**src/tec_pkg.sv**
```systemverilog
package tec_pkg;
   // register word indices on the avalon slave (word addressing)
   localparam logic [1:0] TEC_IDX_COUNT = 2'h0; // read count, write preload
   localparam logic [1:0] TEC_IDX_CTRL = 2'h1; // timer control register
   // control register field positions
   localparam int TEC_MODE_HI = 7;
   localparam int TEC_MODE_LO = 6;
   localparam int TEC_SRC_BIT = 5;
   localparam int TEC_EN_BIT = 4;
   localparam int TEC_EDGE_BIT = 3;
   localparam int TEC_PSC_HI = 2;
   localparam int TEC_PSC_LO = 0;
   // reset values
   localparam logic [7:0] TEC_CTRL_RST = 8'h08; // edge select reads one
   localparam logic [7:0] TEC_COUNT_RST = 8'h00;
   localparam logic [7:0] TEC_FULL = 8'hFF; // full count, overflow point
   // mode field encodings
   localparam logic [1:0] TEC_MODE_NONE = 2'h0;
   localparam logic [1:0] TEC_MODE_EVENT = 2'h1;
   localparam logic [1:0] TEC_MODE_TIMER = 2'h2;
   localparam logic [1:0] TEC_MODE_CAPTURE = 2'h3;
   // pulse capture sequencing
   typedef enum logic [1:0] {
      TEC_CAP_IDLE,
      TEC_CAP_ARMED,
      TEC_CAP_MEASURE
   } tec_cap_t;
endpackage

```
**src/tec_timer.sv**
```systemverilog
`timescale 1ns/100ps
// Notes on behaviour
// counter is eight bits, counting up
// three software modes: timer, event, capture
// reading count register returns live count
// timer and capture modes use internal clock
// three-bit field sets prescaler ratio
// source bit picks system or crystal clock
// event mode counts pin edges selected
// each internal tick adds one while counting
// count to FF, overflow, raise interrupt
// reload preload after overflow, keep counting
// software clears preload for full range
// preload not initialised at power-on
// stopped: preload write also loads counter
// running: preload write waits for overflow
// software programs control before use
// mode 00 none, 01 event, 10 timer, 11 capture
// event edge 0 rising, 1 falling
// prescale 000 divides 1 up to 128
// capture starts on edge, self-clears enable
// counting only while enable bit set
// event mode bypasses the prescaler
module tec_timer
   import tec_pkg::*;
(
   input wire logic core_clk,
   input wire logic rst,
   input wire logic [1:0] avs_address,
   input wire logic avs_read,
   input wire logic avs_write,
   input wire logic [31:0] avs_writedata,
   input wire logic [3:0] avs_byteenable,
   output logic [31:0] avs_readdata,
   output logic avs_waitrequest,
   input wire logic external_count_pin,
   input wire logic low_speed_crystal_clock,
   output logic overflow_irq,
   output logic count_active
);

   // bus handshake state
   logic ack_ff; // high in the cycle the request completes
   logic [31:0] rdata_ff; // read data snapshot
   // register state
   logic [7:0] timer_control_register_ff;
   logic [7:0] timer_count_register_ff;
   logic [7:0] preload_ff; // no reset: content unknown at power-on
   logic irq_ff;
   // synchronisers and edge detection
   logic pin_s1_ff;
   logic pin_s2_ff;
   logic pin_s3_ff; // previous synced level, for edges
   logic lxt_s1_ff;
   logic lxt_s2_ff;
   logic lxt_s3_ff;
   // prescaler and capture sequencer
   logic [6:0] pre_cnt_ff;
   tec_cap_t cap_ff;
   tec_cap_t nxt_cap;

   // decoded fields
   logic [1:0] mode_select_pair;
   logic clock_source_select;
   logic count_enable_bit;
   logic active_edge_select;
   logic [2:0] prescale_select;
   // strobes and ticks
   logic wr_done;
   logic ctrl_wr;
   logic pre_wr;
   logic pin_rise;
   logic pin_fall;
   logic src_tick;
   logic [6:0] psc_mask;
   logic int_tick;
   logic start_edge;
   logic stop_edge;
   logic ext_hit;
   logic inc;
   logic wrap;

   assign mode_select_pair = timer_control_register_ff[TEC_MODE_HI:TEC_MODE_LO];
   assign clock_source_select = timer_control_register_ff[TEC_SRC_BIT];
   assign count_enable_bit = timer_control_register_ff[TEC_EN_BIT];
   assign active_edge_select = timer_control_register_ff[TEC_EDGE_BIT];
   assign prescale_select = timer_control_register_ff[TEC_PSC_HI:TEC_PSC_LO];

   // avalon slave: one wait cycle, then the request completes
   // a request seen while ack is high is the one finishing, not a new one
   always_ff @(posedge core_clk) begin
      if (rst) begin
         ack_ff <= 1'b0;
      end else begin
         ack_ff <= (avs_read || avs_write) && !ack_ff;
      end
   end

   // waitrequest held high until the completing cycle
   assign avs_waitrequest = !ack_ff;
   assign avs_readdata = rdata_ff;
   // writes land only at the edge where waitrequest is low
   assign wr_done = ack_ff && avs_write && avs_byteenable[0];
   assign ctrl_wr = wr_done && (avs_address == TEC_IDX_CTRL);
   assign pre_wr = wr_done && (avs_address == TEC_IDX_COUNT);

   // read snapshot taken in the wait cycle; unmapped words read zero
   // the value returned lags the live count by the one wait cycle
   always_ff @(posedge core_clk) begin
      if (rst) begin
         rdata_ff <= 32'h00000000;
      end else if (avs_read && !ack_ff) begin
         case (avs_address)
            TEC_IDX_COUNT: rdata_ff <= {24'h000000, timer_count_register_ff};
            TEC_IDX_CTRL: rdata_ff <= {24'h000000, timer_control_register_ff};
            default: rdata_ff <= 32'h00000000;
         endcase
      end
   end

   // pin and crystal synchronisers; only stage two feeds logic
   // stage three only holds the edge detector's previous level
   always_ff @(posedge core_clk) begin
      if (rst) begin
         pin_s1_ff <= 1'b0;
         pin_s2_ff <= 1'b0;
         pin_s3_ff <= 1'b0;
         lxt_s1_ff <= 1'b0;
         lxt_s2_ff <= 1'b0;
         lxt_s3_ff <= 1'b0;
      end else begin
         pin_s1_ff <= external_count_pin;
         pin_s2_ff <= pin_s1_ff;
         pin_s3_ff <= pin_s2_ff;
         lxt_s1_ff <= low_speed_crystal_clock;
         lxt_s2_ff <= lxt_s1_ff;
         lxt_s3_ff <= lxt_s2_ff;
      end
   end

   assign pin_rise = pin_s2_ff && !pin_s3_ff;
   assign pin_fall = !pin_s2_ff && pin_s3_ff;

   // internal source: every core cycle or each crystal rising edge
   // the crystal must run well below half the core rate to be seen
   assign src_tick = clock_source_select ? (lxt_s2_ff && !lxt_s3_ff) : 1'b1;

   // free-running prescaler, divide by two to the power of the code
   // not cleared on enable, so the first divided tick has arbitrary phase
   always_ff @(posedge core_clk) begin
      if (rst) begin
         pre_cnt_ff <= 7'h00;
      end else if (src_tick) begin
         pre_cnt_ff <= pre_cnt_ff + 7'h01;
      end
   end

   // low code bits of the prescaler all ones marks the divided tick
   assign psc_mask = 7'((8'h01 << prescale_select) - 8'h01);
   assign int_tick = src_tick && ((pre_cnt_ff & psc_mask) == psc_mask);

   // capture edges: edge bit low starts on fall, stops on rise
   assign start_edge = active_edge_select ? pin_rise : pin_fall;
   assign stop_edge = active_edge_select ? pin_fall : pin_rise;
   // event edge: edge bit low counts rising, high counts falling
   assign ext_hit = active_edge_select ? pin_fall : pin_rise;

   // capture sequencer: arm on enable, measure between edges
   // it never counts itself; it gates the prescaled tick and, from measure, the enable clear at stop
   always_comb begin
      nxt_cap = cap_ff;
      case (cap_ff)
         TEC_CAP_IDLE: begin
            if (count_enable_bit && mode_select_pair == TEC_MODE_CAPTURE) begin
               nxt_cap = TEC_CAP_ARMED;
            end
         end
         TEC_CAP_ARMED: begin
            if (!count_enable_bit || mode_select_pair != TEC_MODE_CAPTURE) begin
               nxt_cap = TEC_CAP_IDLE;
            end else if (start_edge) begin
               nxt_cap = TEC_CAP_MEASURE;
            end
         end
         TEC_CAP_MEASURE: begin
            if (!count_enable_bit || mode_select_pair != TEC_MODE_CAPTURE || stop_edge) begin
               nxt_cap = TEC_CAP_IDLE;
            end
         end
         default: nxt_cap = TEC_CAP_IDLE;
      endcase
   end

   // capture state register
   always_ff @(posedge core_clk) begin
      if (rst) begin
         cap_ff <= TEC_CAP_IDLE;
      end else begin
         cap_ff <= nxt_cap;
      end
   end

   // count qualification per mode; mode none never counts
   // event mode takes the pin edge directly, skipping the prescaler
   always_comb begin
      inc = 1'b0;
      if (count_enable_bit) begin
         case (mode_select_pair)
            TEC_MODE_EVENT: inc = ext_hit;
            TEC_MODE_TIMER: inc = int_tick;
            TEC_MODE_CAPTURE: inc = int_tick && (cap_ff == TEC_CAP_MEASURE);
            default: inc = 1'b0;
         endcase
      end
   end

   assign wrap = inc && (timer_count_register_ff == TEC_FULL);

   // control register; hardware clears enable at capture stop
   // a software write in the same cycle wins, being the newer intent
   always_ff @(posedge core_clk) begin
      if (rst) begin
         timer_control_register_ff <= TEC_CTRL_RST;
      end else if (ctrl_wr) begin
         timer_control_register_ff <= avs_writedata[7:0];
      end else if (cap_ff == TEC_CAP_MEASURE && stop_edge && count_enable_bit
                   && mode_select_pair == TEC_MODE_CAPTURE) begin
         timer_control_register_ff[TEC_EN_BIT] <= 1'b0;
      end
   end

   // preload holds software data only; left without reset on purpose
   always_ff @(posedge core_clk) begin
      if (pre_wr) begin
         preload_ff <= avs_writedata[7:0];
      end
   end

   // eight-bit up counter with reload on overflow
   // a stopped preload write cannot meet a wrap, since wrap needs enable
   always_ff @(posedge core_clk) begin
      if (rst) begin
         timer_count_register_ff <= TEC_COUNT_RST;
      end else if (pre_wr && !count_enable_bit) begin
         timer_count_register_ff <= avs_writedata[7:0];
      end else if (wrap) begin
         timer_count_register_ff <= preload_ff;
      end else if (inc) begin
         timer_count_register_ff <= timer_count_register_ff + 8'h01;
      end
   end

   // one-cycle overflow request to the interrupt controller
   // no pending flag here; the interrupt controller latches the request
   // a preload of FF wraps on every tick; with a tick every cycle the request stays high
   always_ff @(posedge core_clk) begin
      if (rst) begin
         irq_ff <= 1'b0;
      end else begin
         irq_ff <= wrap;
      end
   end

   assign overflow_irq = irq_ff;
   assign count_active = count_enable_bit;
endmodule // tec_timer

```
**config.mk**
```make
export PLATFORM = sky130hd
export DESIGN_NAME = tec_timer
export DESIGN_NICKNAME = d
export VERILOG_FILES = /design/src/tec_pkg.sv /design/src/tec_timer.sv
export SDC_FILE = /design/constraint.sdc
export NUM_CORES = 1
export LEC_CHECK = 0
export ABC_AREA = 1
export BUFFER_PORTS_ARGS = -buffer_cell sky130_fd_sc_hd__clkbuf_2
export CELL_PAD_IN_SITES_DETAIL_PLACEMENT = 1
export CELL_PAD_IN_SITES_GLOBAL_PLACEMENT = 1
export CORE_MARGIN = 10
export CORE_UTILIZATION = 40
export CTS_BUF_LIST = sky130_fd_sc_hd__clkbuf_4 sky130_fd_sc_hd__clkbuf_8
export DETAILED_ROUTE_END_ITERATION = 7
export GPL_ROUTABILITY_DRIVEN = 0
export PLACE_DENSITY_LB_ADDON = 0.15
export SYNTH_ARGS = -nofsm -noshare
export SYNTH_HDL_FRONTEND = slang
export SYNTH_SLANG_ARGS = --single-unit
```
**constraint.sdc**
```tcl
create_clock -name core_clk -period 5.1 [get_ports core_clk]
set_input_delay 0.255 -clock core_clk [delete_from_list [all_inputs] [get_ports core_clk]]
set_output_delay 0.255 -clock core_clk [all_outputs]
set_load 0.02 [all_outputs]
```
Word-level counts from Yosys, hierarchy flattened
Cells that the tools add are included.
{"block": "op_classes", "n_addsub": 3, "n_mul": 0, "div": 0, "order_cmp": 0, "n_eq_ne": 12, "shift": 1, "mux": 16, "bitwise_logic": 1, "reduce_logical": 30}
{"cell": "8-bit two-way mux", "count": 3}
{"cell": "1-bit logical AND", "count": 17}
{"cell": "8-bit one-hot mux with 2 select lines", "count": 1}
{"cell": "8-bit by 1-bit adder with 8-bit output, second input constant", "count": 1}
{"cell": "8-bit == test, second input constant", "count": 1}
{"cell": "2-bit two-way mux", "count": 4}
{"cell": "7-bit by 1-bit adder with 7-bit output, second input constant", "count": 1}
{"cell": "7-bit AND", "count": 1}
{"cell": "7-bit == test", "count": 1}
{"cell": "1-bit by 3-bit << shifter with 7-bit output, first input constant", "count": 1}
{"cell": "7-bit by 1-bit subtractor with 7-bit output, second input constant", "count": 1}
{"cell": "2-bit by 1-bit == test with 1-bit output, second input constant", "count": 3}
{"cell": "2-bit == test, second input constant", "count": 3}
{"cell": "1-bit two-way mux", "count": 6}
{"cell": "2-bit inequality test, second input constant", "count": 3}
{"cell": "2-bit one-hot mux with 3 select lines", "count": 1}
{"cell": "1-bit zero test", "count": 5}
{"cell": "2-bit zero test", "count": 2}
{"cell": "1-bit logical OR", "count": 3}
{"cell": "3-bit inequality test, second input constant", "count": 1}
{"cell": "1-bit one-hot mux with 3 select lines", "count": 1}
{"cell": "3-bit AND reduction", "count": 1}
{"cell": "3-bit nonzero test", "count": 1}
{"cell": "2-bit nonzero test", "count": 1}
{"block": "word_totals", "reg_bits": 73, "latch_bits": 0, "ram_bits": 0, "mem_bits_ro": 0, "input_bits": 44, "elab_cells": 78, "n_memories": 0}

Logic depth before layout (Yosys ltp)
{"block": "depth", "depth_word": 11, "mapped_depth": 15, "mapped_depth_nobuf": 14}

Worst setup path before layout
OpenSTA, ideal clock, no wires.
{"block": "synth_timing", "kind": "register to register", "from": "register timer_control_register_ff[1]", "to": "register timer_count_register_ff[6]", "setup_ps": 67, "arrival_ps": 1713, "required_time_ps": 5033, "setup_slack_ps": 3320, "stages_incl_launch_ff": 15, "n_path_buf": 1, "period_less_slack_ps": 1780, "path_cell_list": "dfxtp_1 buf_6 nor2_4 nand2_2 ha_1 o21ai_1 nor2_1 nand2_1 nor2_2 nand2_2 o21bai_4 nand2_4 a21oi_2 nand2_1 a21oi_2"}
{"block": "synth_between", "elab_chain_len": 11, "elab_cells_between_ends": 12, "classes_between": "1 x add/sub; 1 x eq/ne; 1 x shift; 4 x mux; 1 x bitwise; 4 x reduce/logical"}
{"element": "from (decl)", "line_no": "tec_timer.sv:46", "text": "logic [7:0] timer_control_register_ff;"}
{"element": "from (signal assigned)", "line_no": "tec_timer.sv:225", "text": "timer_control_register_ff <= avs_writedata[7:0];"}
{"element": "1-bit by 3-bit << shifter with 7-bit output *", "line_no": "tec_timer.sv:159", "text": "assign psc_mask = 7'((8'h01 << prescale_select) - 8'h01);"}
{"element": "7-bit by 1-bit subtractor with 7-bit output *", "line_no": "tec_timer.sv:159"}
{"element": "7-bit AND", "line_no": "tec_timer.sv:160", "text": "assign int_tick = src_tick && ((pre_cnt_ff & psc_mask) == psc_mask);"}
{"element": "7-bit == test *", "line_no": "tec_timer.sv:160"}
{"element": "1-bit logical AND *", "line_no": "tec_timer.sv:160"}
{"element": "1-bit logical AND", "line_no": "tec_timer.sv:211", "text": "TEC_MODE_CAPTURE: inc = int_tick && (cap_ff == TEC_CAP_MEASURE);"}
{"element": "1-bit one-hot mux with 3 select lines *", "line_no": "tec_timer.sv:208", "text": "case (mode_select_pair)"}
{"element": "1-bit two-way mux *", "line_no": "tec_timer.sv:207", "text": "if (count_enable_bit) begin"}
{"element": "1-bit logical AND", "line_no": "tec_timer.sv:217", "text": "assign wrap = inc && (timer_count_register_ff == TEC_FULL);"}
{"element": "8-bit two-way mux", "line_no": "tec_timer.sv:246", "text": "end else if (wrap) begin"}
{"element": "8-bit two-way mux", "line_no": "tec_timer.sv:244", "text": "end else if (pre_wr && !count_enable_bit) begin"}
{"element": "to (signal assigned)", "line_no": "tec_timer.sv:245", "text": "timer_count_register_ff <= avs_writedata[7:0];"}
{"element": "to (signal assigned)", "line_no": "tec_timer.sv:247", "text": "timer_count_register_ff <= preload_ff;"}
{"element": "to (signal assigned)", "line_no": "tec_timer.sv:249", "text": "timer_count_register_ff <= timer_count_register_ff + 8'h01;"}
{"element": "to (decl)", "line_no": "tec_timer.sv:47", "text": "logic [7:0] timer_count_register_ff;"}
Every way passes the cells marked *; elsewhere a longest branch is shown, timed or not.
A chain may end at the register's enable or synchronous reset.

Worst setup path after layout
{"block": "layout_timing", "from": "register ack_ff", "to": "register timer_count_register_ff[0]"}
{"block": "layout_between", "elab_chain_len": 5, "elab_cells_between_ends": 6, "classes_between": "1 x mux; 5 x reduce/logical"}
{"element": "from (decl)", "line_no": "tec_timer.sv:43", "text": "logic ack_ff;"}
{"element": "from (signal assigned)", "line_no": "tec_timer.sv:95", "text": "ack_ff <= (avs_read || avs_write) && !ack_ff;"}
{"element": "1-bit logical AND * (2 in series)", "line_no": "tec_timer.sv:103", "text": "assign wr_done = ack_ff && avs_write && avs_byteenable[0];"}
{"element": "1-bit logical AND *", "line_no": "tec_timer.sv:105", "text": "assign pre_wr = wr_done && (avs_address == TEC_IDX_COUNT);"}
{"element": "net pre_wr", "line_no": "tec_timer.sv:71", "text": "logic pre_wr;"}
{"element": "1-bit logical AND *", "line_no": "tec_timer.sv:244"}
{"element": "3-bit nonzero test (no source line) or 8-bit two-way mux (tied branches)"}
Mark *: on every way through the listed nets, which the timed path passes. The rest lies on a longest branch.

==> flow_summary.toml <==
[worst_setup_path]
max_stage_delay_ps = 660
slowest_stage = "nor2_1"
startpoint_type = "register"
criticalPathCategory = "register to register"
end_kind = "register"
r2r_start = "ack_ff"
worstPathCellList = "nand3_1 > nor2_1 > nand2_1 > inv_1 > a21oi_4 > a21oi_1 > nor2_1"
crit_top_cell = "nor2_1"
crit_start = "ack_ff"
path_max_fanout = 9
critical_path.top_delay_family = "simple AND/OR/NAND/NOR gates"
crit_arrival_ps = 2360
cp_num_buf_inv = 1
required_ps = 5290

[run_status]
outcome = "finished, final reports clean"

[cells_and_area]
final_cells = 442
design_area_sq_um = 2763
fin_util = 0.4558
final_cell_mix = "nand2_1, inv_1, dfxtp_1"
layout.nets = 413
regArea_sq_um = 1061
insertedDiodeCount = 0
syn_to_final_growth_pct = 8.661
drive_above_1_share = 0.1553
final_common_cell = "nand2_1"
nFillCells = 812
multi_input_area_sq_um = 1145

[hold_path]
hp-start = "external_count_pin"
hold_class = "input port to register"

[sta]
setup_viol = 0
hold_violations = 0
slew_viol_final = 0
tightest_slew_ps = 827.0
fin_setup_tns_ps = 0
rsz0062_at_grt = "no"
setup_slack_ps = 2930
period_minus_slack_ps = 2170
fin_hold_ws_ps = 126.2
timing.fmax_mhz = 460.8
fin_crit_sh = 0.4255
fin_worst_skew_ps = 5.873
max_slew_margin = 0.4467

[clock_network]
cts_resized = 0
tritoncts = "yes"
root_buffer = "clkbuf_8"
cts_hold_buf = 0
numCtsBuffers = 5
clkTransAtPathRegs_ps = 100
clock_sinks = 49
h-tree-depth = 2
clock_latency_ps = 310
cts.path.max_buffers = 2
cts_setup_buffers = 0

[floorplan]
start_util = 0.4195
core_area_sq_um = 6061
die-area_sq_um = 9945
ios = 79
die_h_um = 99.73
rows = 28
die_x_um = 99.73

[route]
drtIter0Drc = 27
drc = 0
viasPerCell = 4.830
wl_per_cell_um = 14.11
wl_um = 6235
drt_pre_antenna_iters = 4
via_count = 2135
final_antenna_net_count = 0

[yosys]
synth_cell_types = 39
yosys.area_share.simple = 0.2018
synth-xor-area-share = 0.01378
synthesis.area_sq_um = 2542
synth.avg_cell_area_sq_um = 7.478
synth_edf_count = 8
synth.area.mux_share = 0
async_flop_share = 0
syn_inst = 340
synth-seq-cells = 49
synth_ff_type = "dfxtp_1"
synth_compound_area_frac = 0.1845
ys_warn_count = 0
synth_fa_ha_area_frac = 0.01476
yosysSeqAreaShare = 0.4173
synth_top_family_by_area = "simple AND/OR/NAND/NOR gates"

[placement]
hpwl_um = 4826
placed_area_sq_um = 2643
place_ws_ps = 2627
dp.cells = 434
numPortBuffers = 27

[pwr]
combPwrFrac = 0.102
switchingPower_mw = 0.2056
power_per_cell_area_nw_per_um2 = 286.2
pwr-share-clk = 0.379
p_sw_frac = 0.2601
power_mw = 0.7907
p_leak_nw = 1.218
intPower_mw = 0.5851
ir_drop_uv = 172.1
pwr-share-seq = 0.519

[grt]
overflow = 0
antenna_found_initial = 0
grt_pass1_wl_um = 10580
grt_pass1_vias = 2255
track_usage = 0.1286
grt_max_degree = 29

[job]
drv_cap = 0
[worst register-to-register path: cells and delay by family (launching register included)]
| kind | cells | cell delay [ps] |
|---|---|---|
| and+or+nand+nor | 4 | 1100 |
| DFF | 1 | 360 |
| buffers and inverters | 1 | 300 |
| AOI/OAI and AO/OA | 2 | 280 |
[Yosys cell counts (2+ instances only)]
library cell / number / area, sq um
nand2_1: 47 / 176.4
inv_1: 45 / 168.9
dfxtp_1: 41 / 820.8
nor2_1: 32 / 120.1
a21oi_1: 28 / 140.1
o21ai_0: 27 / 135.1
buf_4: 24 / 180.2
nand3_1: 18 / 90.09
o21ai_1: 11 / 55.05
edfxtp_1: 8 / 240.2
inv_2: 8 / 30.03
nor3_1: 7 / 35.03
nand4_1: 5 / 31.28
clkbuf_1: 3 / 11.26
ha_1: 3 / 37.54
nand2_2: 3 / 18.77
xor2_1: 3 / 26.28
a21oi_2: 2 / 17.52
a21oi_4: 2 / 32.53
buf_1: 2 / 7.510
nor2_2: 2 / 12.51
o22ai_1: 2 / 12.51
[worst paths after layout]
kind	cells after the start	end	slack, ps
hold reg to reg	2	lxt_s2_ff	410
setup / recovery	7	timer_count_register_ff[0]	2930
hold / removal	3	pin_s1_ff	130
setup reg to reg	7	timer_count_register_ff[0]	2930
[power groups by stage]
stage	Combinational (mW)	Clock (mW)	Sequential (mW)
floorplan	0.0667	0	0.424
global placement	0.0794	0	0.419
detailed placement	0.0810	0	0.420
CTS	0.0812	0.310	0.411
global route	0.0925	0.325	0.412
finish	0.0805	0.300	0.410
[final cells by class]
| type | instances | share of cell area |
|---|---|---|
| multi-input combinational | 228 | 0.4144 |
| clock buffer | 6 | 0.02989 |
| inverter | 55 | 0.07518 |
| sequential | 49 | 0.3841 |
| timing repair buffer | 27 | 0.04891 |
| tap | 75 | 0.03397 |
| clock inverter | 2 | 0.01359 |
[layer usage]
layer,track usage,vias to the layer above,part of all wire
li1,-,1107,-
met1,0.1455,973,0.45
met2,0.2195,43,0.47
met3,0.03460,12,0.053
met4,0.05843,0,0.022
met5,0,-,0
[state kept, by name (all words and copies together) (netlist names), 2 cells and up]
register / cells
avs_readdata: 8
cap_ff: 2
pre_cnt_ff: 7
preload_ff: 8
timer_control_register_ff: 8
timer_count_register_ff: 8
[cells by family after synthesis]
group                    count (synthesis)
AO/OA/AOI/OAI                           80
XOR/XNOR                                 4
adder cells (fa/ha/maj)                  3
buffers and inverters                   86
flip-flops                              49
other                                    1
AND/OR/NAND/NOR                        117
Note: power is estimated with default switching activity, not from simulation.
